[config.mk]
export PLATFORM = sky130hd
export DESIGN_NAME = scd_top
export DESIGN_NICKNAME = d
export VERILOG_FILES = /design/src/shared/scd_pkg.sv /design/src/rtl/scd_top.sv
export SDC_FILE = /design/constraint.sdc
export NUM_CORES = 1
export LEC_CHECK = 0
export BUFFER_PORTS_ARGS = -buffer_cell sky130_fd_sc_hd__buf_2
export CELL_PAD_IN_SITES_DETAIL_PLACEMENT = 1
export CELL_PAD_IN_SITES_GLOBAL_PLACEMENT = 2
export CORE_MARGIN = 3
export CORE_UTILIZATION = 37
export DETAILED_ROUTE_END_ITERATION = 12
export MAX_ROUTING_LAYER = met4
export PLACE_DENSITY_LB_ADDON = 0.1
export SETUP_SLACK_MARGIN = 0.3
export SLEW_MARGIN = 15
export SYNTH_ARGS = -nofsm -noshare
export SYNTH_HDL_FRONTEND = slang
export SYNTH_SLANG_ARGS = --single-unit
[constraint.sdc]
create_clock -name I_CLK -period 7 [get_ports I_CLK]
set_clock_uncertainty 0.1 [all_clocks]
set_input_delay 0 -clock I_CLK [delete_from_list [all_inputs] [get_ports I_CLK]]
set_output_delay 0 -clock I_CLK [all_outputs]
set_load 0.01 [all_outputs]
[src/shared/scd_pkg.sv]
// constants, types and error-class table for the switch and indicator block
package scd_pkg;
    localparam int SW_DIAG_HI = 2;
    localparam int SW_MODE1 = 3;
    localparam int SW_SWAP = 4;
    localparam int SW_TWO = 7;
    localparam logic [7:0] SW_FACTORY = 8'h80;
    localparam int CLK_PERIOD_NS = 10;
    localparam int BLINK_PERIOD_MS = 1000;
    localparam int BLINK_TIMEOUT_S = 120;
    localparam int HALF_CYCLES =
        BLINK_PERIOD_MS * 1000000 / 2 / CLK_PERIOD_NS;
    localparam logic [7:0] BLINK_TICKS =
        8'(BLINK_TIMEOUT_S * 1000 / (BLINK_PERIOD_MS / 2));
    // detailed error codes, octal value held in a byte
    localparam logic [7:0] EC_HOME0 = 8'h08;
    localparam logic [7:0] EC_HOME1 = 8'h10;
    localparam logic [7:0] EC_TRK0_IN = 8'h18;
    localparam logic [7:0] EC_ADDR = 8'h20;
    localparam logic [7:0] EC_TRK0 = 8'h28;
    localparam logic [7:0] EC_NOSECT = 8'h38;
    localparam logic [7:0] EC_WPROT = 8'h40;
    localparam logic [7:0] EC_NORDATA = 8'h48;
    localparam logic [7:0] EC_NOPRE = 8'h50;
    localparam logic [7:0] EC_NOIDAM = 8'h58;
    localparam logic [7:0] EC_HDRCHK = 8'h60;
    localparam logic [7:0] EC_SEEK = 8'h68;
    localparam logic [7:0] EC_IDTRIES = 8'h70;
    localparam logic [7:0] EC_NODAM = 8'h78;
    localparam logic [7:0] EC_DATCHK = 8'h80;
    localparam logic [7:0] EC_PARITY = 8'h88;
    localparam logic [7:0] EC_RWTEST = 8'h90;
    localparam logic [7:0] EC_WCOUNT = 8'h98;
    localparam logic [7:0] EC_DENSITY = 8'ha0;
    localparam logic [7:0] EC_KEY = 8'ha8;
    localparam logic [7:0] EC_INDET = 8'hb0;
    localparam logic [7:0] EC_WFMT = 8'hb8;
    localparam logic [7:0] EC_RWWR = 8'hd0;
    localparam logic [7:0] EC_RWRST = 8'hd8;
    localparam logic [7:0] EC_SYNC = 8'he0;
    localparam logic [7:0] EC_NOMEM = 8'he8;
    localparam logic [7:0] EC_NRDY = 8'hf0;
    localparam logic [7:0] EC_ACLOW = 8'hf8;
    localparam logic [3:0] CLS_NONE = 4'h0;

    typedef struct packed {
        logic normal;
        logic mode1;
        logic swap;
        logic two_drives;
    } scd_cfg_type;

    typedef struct packed {
        scd_cfg_type cfg;
        logic loaded;
        logic [3:0] cls;
        logic [7:0] code;
        logic err_drive;
        logic blink_on;
        logic phase;
        logic [7:0] ticks;
        logic [31:0] div;
        logic [8:0] leds;
        logic [1:0] drv_leds;
        logic [7:0] code_out;
        logic code_valid;
    } scd_state_type;

    function automatic scd_cfg_type cfg_decode(input logic [7:0] sw);
        scd_cfg_type c;
        c.normal = (sw[SW_DIAG_HI:0] == 3'h0);
        c.mode1 = sw[SW_MODE1];
        c.swap = sw[SW_SWAP];
        c.two_drives = sw[SW_TWO];
        return c;
    endfunction : cfg_decode

    // unknown codes give CLS_NONE and are not recorded
    function automatic logic [3:0] class_of(input logic [7:0] ec);
        logic [3:0] k;
        k = CLS_NONE;
        unique case (ec)
            EC_WPROT, EC_NRDY: k = 4'h1;
            EC_DENSITY, EC_KEY: k = 4'h2;
            EC_ADDR: k = 4'h3;
            EC_WCOUNT, EC_NOMEM: k = 4'h4;
            EC_INDET: k = 4'h5;
            EC_SEEK: k = 4'h6;
            EC_HDRCHK: k = 4'h7;
            EC_DATCHK: k = 4'h8;
            EC_NOSECT, EC_NOPRE, EC_NOIDAM,
            EC_IDTRIES, EC_NODAM: k = 4'h9;
            EC_NORDATA: k = 4'ha;
            EC_RWTEST, EC_RWWR, EC_RWRST: k = 4'hb;
            EC_SYNC: k = 4'hc;
            EC_HOME0, EC_HOME1, EC_TRK0_IN,
            EC_TRK0: k = 4'hd;
            EC_PARITY: k = 4'he;
            EC_WFMT, EC_ACLOW: k = 4'hf;
            default: k = CLS_NONE;
        endcase
        return k;
    endfunction : class_of
endpackage : scd_pkg

[src/rtl/scd_top.sv]
// switch decoder, indicator drive and drive-error blinker
`timescale 1ns/1ps
`default_nettype none
module scd_top
    import scd_pkg::*;
#(
    parameter int unsigned HALF_PERIOD = HALF_CYCLES
)(
    input wire logic I_CLK,
    input wire logic I_RST_N,
    input wire logic [7:0] I_SWITCH,
    input wire logic I_HOST_INIT,
    input wire logic I_HOST_CONNECTED,
    input wire logic I_WAIT_HOST,
    input wire logic I_WRITING,
    input wire logic I_READING,
    input wire logic I_SEQ_RUN,
    input wire logic [1:0] I_DRIVE_ACT,
    input wire logic I_ERR_VALID,
    input wire logic [7:0] I_ERR_CODE,
    input wire logic I_ERR_DRIVE,
    input wire logic I_ERR_FLAG,
    input wire logic I_ERR_FETCH,
    output scd_cfg_type O_CFG,
    output logic [8:0] O_LED,
    output logic [1:0] O_DRIVE_LED,
    output logic [7:0] O_ERR_CODE,
    output logic O_ERR_CODE_VALID
);
    scd_state_type s_q;
    scd_state_type s_d;
    logic tick;
    logic [3:0] new_cls;
    logic [1:0] act;

    assign new_cls = class_of(I_ERR_CODE);

    // next state; an error arriving with initialize wins over the clear
    always_comb
    begin
        s_d = s_q;
        tick = 1'b0;
        act = 2'b00;
        // free half-second enable for the blinker
        if (s_q.div == 32'(HALF_PERIOD - 1))
        begin
            s_d.div = '0;
            tick = 1'b1;
        end
        else
        begin
            s_d.div = s_q.div + 32'h1;
        end
        // switches read once after reset and on each initialize only,
        // so a bumped switch cannot disturb a running transfer
        if (!s_q.loaded || I_HOST_INIT)
        begin
            s_d.cfg = cfg_decode(I_SWITCH);
            s_d.loaded = 1'b1;
        end
        if (I_HOST_INIT)
        begin
            s_d.cls = CLS_NONE;
            s_d.code = '0;
            s_d.blink_on = 1'b0;
            s_d.phase = 1'b0;
        end
        else if (s_q.blink_on && tick)
        begin
            s_d.phase = ~s_q.phase;
            s_d.ticks = s_q.ticks + 8'h1;
            if (s_q.ticks == BLINK_TICKS - 8'h1)
            begin
                s_d.blink_on = 1'b0;
            end
        end
        if (I_ERR_VALID && new_cls != CLS_NONE)
        begin
            s_d.cls = new_cls;
            s_d.code = I_ERR_CODE;
            // density errors do not start the blinker; the blinking drive
            // only moves when a newer flagged error takes over
            if (I_ERR_FLAG && I_ERR_CODE != EC_DENSITY)
            begin
                s_d.err_drive = I_ERR_DRIVE;
                s_d.blink_on = 1'b1;
                s_d.phase = 1'b1;
                s_d.ticks = '0;
            end
        end
        // detailed code handed out on request
        s_d.code_valid = I_ERR_FETCH;
        if (I_ERR_FETCH)
        begin
            s_d.code_out = s_q.code;
        end
        // controller indicators 1 to 8 only meaningful in normal mode; the run indicator shows in every mode
        s_d.leds[0] = s_q.cfg.normal & I_HOST_CONNECTED;
        s_d.leds[1] = s_q.cfg.normal & I_WAIT_HOST;
        s_d.leds[2] = s_q.cfg.normal & I_WRITING;
        s_d.leds[3] = s_q.cfg.normal & I_READING;
        s_d.leds[4] = s_q.cfg.normal & s_d.cls[3];
        s_d.leds[5] = s_q.cfg.normal & s_d.cls[2];
        s_d.leds[6] = s_q.cfg.normal & s_d.cls[1];
        s_d.leds[7] = s_q.cfg.normal & s_d.cls[0];
        s_d.leds[8] = I_SEQ_RUN;
        // logical drive activity; a lone drive hides drive 1
        act[0] = I_DRIVE_ACT[0];
        act[1] = I_DRIVE_ACT[1] & s_q.cfg.two_drives;
        if (s_q.blink_on)
        begin
            act[s_q.err_drive] = s_q.phase;
        end
        // physical left is index 0
        s_d.drv_leds[0] = s_q.cfg.swap ? act[1] : act[0];
        s_d.drv_leds[1] = s_q.cfg.swap ? act[0] : act[1];
    end

    // single state register
    always_ff @(posedge I_CLK)
    begin
        if (!I_RST_N)
        begin
            s_q <= '0;
            s_q.cfg <= cfg_decode(SW_FACTORY);
        end
        else
        begin
            s_q <= s_d;
        end
    end

    assign O_CFG = s_q.cfg;
    assign O_LED = s_q.leds;
    assign O_DRIVE_LED = s_q.drv_leds;
    assign O_ERR_CODE = s_q.code_out;
    assign O_ERR_CODE_VALID = s_q.code_valid;
endmodule : scd_top
`default_nettype wire

==> flow_summary.ini <==
[synth]
synth_ff_type = dfxtp_1
syn_area_um2 = 3800
synth_cell_types = 53
syn_avg_cell_area_um2 = 8.66
async_reset_ff_share_pct = 0
synth_edf_count = 0
synth.net_count = 471
synth_seq_cells = 80
netlist_instances = 439
ys_seq_area_share_pct = 42.1
yosys_warnings = 0

[place]
place_hpwl_mm = 6.80
gp_congestion = 0.820
port_buffers = 51
dp.cells = 581
placed_area_um2 = 3980

[setup_path]
cpMaxStageDelayCell = nand2_1
path_class = flip-flop to flip-flop
ff2ff_setup_slack_ns = 4.32
max_stage_delay_ns = 0.63
crit_required_ns = 7.12
crit_arrival_ns = 2.80
cp_cell_sequence = nand4_1 -> or4_4 -> or2_1 -> nand2_1 -> nor2_1
worstPathMaxFanout = 22
start_kind = flip-flop
timing.critical_path.buf_inv = 0
cpLargestDelayFamily = simple AND/OR/NAND/NOR gates
cp-end-kind = flip-flop

[pwr]
power_frac_comb_pct = 7.7
switching_share_pct = 25.4
clockPowerShare_pct = 39.3
power_density_nw_per_um2 = 200
ir_drop_mv = 0.0982
p_sw_uw = 226
power_leakage_uw = 0.00177
power.share.sequential_pct = 53.0
p_int_uw = 663

[global_route]
grt.overflow.total = 0
grt_pass1_vias = 3304
grt_max_degree = 27
track_usage_pct = 18.4
grt_pass1_wl_mm = 16.4
antenna_found_initial = 0

[route]
initialDrtViolationCount = 100
antenna_left = 0
wl_mm = 9.62
wl_per_cell_um = 15.4
drcViolationCount = 0
via_per_inst = 5.18
via_count = 3230
drt_first_pass_iters = 4

[clock_tree]
tritoncts = built
cts_made_buffers = 9
cts.sinks = 80
cts-root-buf = clkbuf_8
cts_max_path_buffers = 2
clk_pin_slew_ns = 0.08
h-tree-depth = 3
insertion_delay_ns = 0.36

[sta]
fmax_mhz = 373
hold_viol = 0
fin_crit_sh_pct = 38.3
period_minus_slack_ns = 2.68
slew_headroom_pct = 32.7
setup-tns-final_ns = 0
setup_viol_count_final = 0
slew_viol_final = 0
tightestPinTransition_ns = 0.995
whs_ns = 0.0174
rsz0062_at_grt = false

[cells_and_area]
nFillCells = 1184
drive_gt1_share_pct = 15.1
mostFrequentLayoutCells = dfxtp_1 (80), nor2_1 (57), buf_2 (51), nand2_1 (32), dlygate4sd3_1 (26)
fin_area_um2 = 4440
final_common_cell = dfxtp_1
fin_nets = 517
layout.cells.non_filler = 623
diodes = 0
syn2layout_area_growth_pct = 16.8

[min_path]
worstHoldPathType = input port to flip-flop

[floorplanning]
rows = 36
coreArea_um2 = 9860
die_x_um = 107
dieArea_um2 = 11500
pin_count = 54
initial_core_util_pct = 38.6
die_y_um = 107

[status]
status = finished, final reports clean

[flow_run]
drv_cap = 0
==> tightest hold or removal path, stage by stage <==
cell     delay [ns]
buf_2          0.08
a31oi_1        0.11
mux2i_1        0.13
and2_1         0.13
==> path summary, 6_finish.rpt <==
kind,from,end,depth (start not counted)
max,s_q[40],s_q[43],5
min,I_DRIVE_ACT[1],O_DRIVE_LED[0],4
max reg2reg,s_q[40],s_q[43],5
min reg2reg,s_q[20],s_q[20],1
==> power by group through the flow <==
| stage | sequential, uW | clock [uW] | combinational (uW) |
|---|---|---|---|
| 3_3_place_gp | 482 | 0 | 57.8 |
| 5_1_grt | 473 | 383 | 76.8 |
| 6_report | 471 | 349 | 68.3 |
| 4_1_cts | 472 | 363 | 68.9 |
| 3_5_place_dp | 482 | 0 | 58.9 |
| 2_1_floorplan | 479 | 0 | 44.4 |
==> registers in the layout (all words and copies together), names as in the netlist <==
name / flops
O_ERR_CODE_VALID: 1
O_LED: 9
s_q: 56
O_CFG: 4
O_DRIVE_LED: 2
O_ERR_CODE: 8
==> metrics by stage <==
step           power [uW]  worst slack, ns  util, %
2_1_floorplan         523             4.72        -
3_3_place_gp          539             4.34     40.3
3_5_place_dp          541             4.31     40.3
4_1_cts               904             4.28     45.0
5_1_grt               933             4.04     45.0
6_report              889             4.32     45.0
==> per-layer routing <==
layer | up-vias | GRT usage [%] | share of wire [%]
met5 | - | - | 0
met1 | 1545 | 22.7 | 47
met4 | 0 | 4.24 | 1.1
met3 | 7 | 5.34 | 4.8
li1 | 1609 | - | -
met2 | 69 | 29.8 | 47
==> kinds of logic after synthesis <==
family | Yosys count | share of synthesized area, %
compound gates | 48 | 8.39
buf+inv | 53 | 7.73
mux | 19 | 5.00
xor+xnor | 29 | 6.68
simple gates | 208 | 29.4
fa+ha+maj | 2 | 0.658
flops | 80 | 42.1
==> area by class of cell <==
| class | instances | area [um2] | area share (%) |
|---|---|---|---|
| Sequential cell | 80 | 1600 | 36.0 |
| Multi-Input combinational cell | 306 | 1910 | 42.9 |
| Timing Repair Buffer | 79 | 531 | 11.9 |
| Clock inverter | 7 | 78.8 | 1.77 |
| Inverter | 9 | 33.8 | 0.760 |
| Tap cell | 133 | 166 | 3.75 |
| Clock buffer | 9 | 124 | 2.79 |
==> cell usage after synthesis, types with 3 or more instances <==
library cell	n	share of area, %
nor4_1	7	1.2
nand3_1	21	2.8
o21a_1	3	0.59
a31oi_1	3	0.49
nor4b_1	3	0.69
a21oi_1	14	1.8
clkbuf_1	17	1.7
nor2b_1	5	0.82
inv_1	9	0.89
nand2b_1	10	1.6
dfxtp_1	80	42
o21ai_0	7	0.92
nand3b_1	9	1.8
xor2_1	16	3.7
and4_1	4	0.92
nand2_1	32	3.2
o31ai_1	3	0.59
nor3_1	9	1.2
or4_1	3	0.59
xnor2_1	13	3.0
nand4_1	13	2.1
nor2_1	57	5.6
mux2i_1	19	5.0
buf_4	23	4.5
and2_1	10	1.6
and3_1	12	2.0
a211oi_1	4	0.79
==> timing repair <==
item	4_1_cts	5_1_grt
gates resized for setup	0	0
buffers inserted	0	0
hold buffers	26	0
hold endpoints to repair	25	0
No activity file was read; power rests on OpenSTA's default activity.
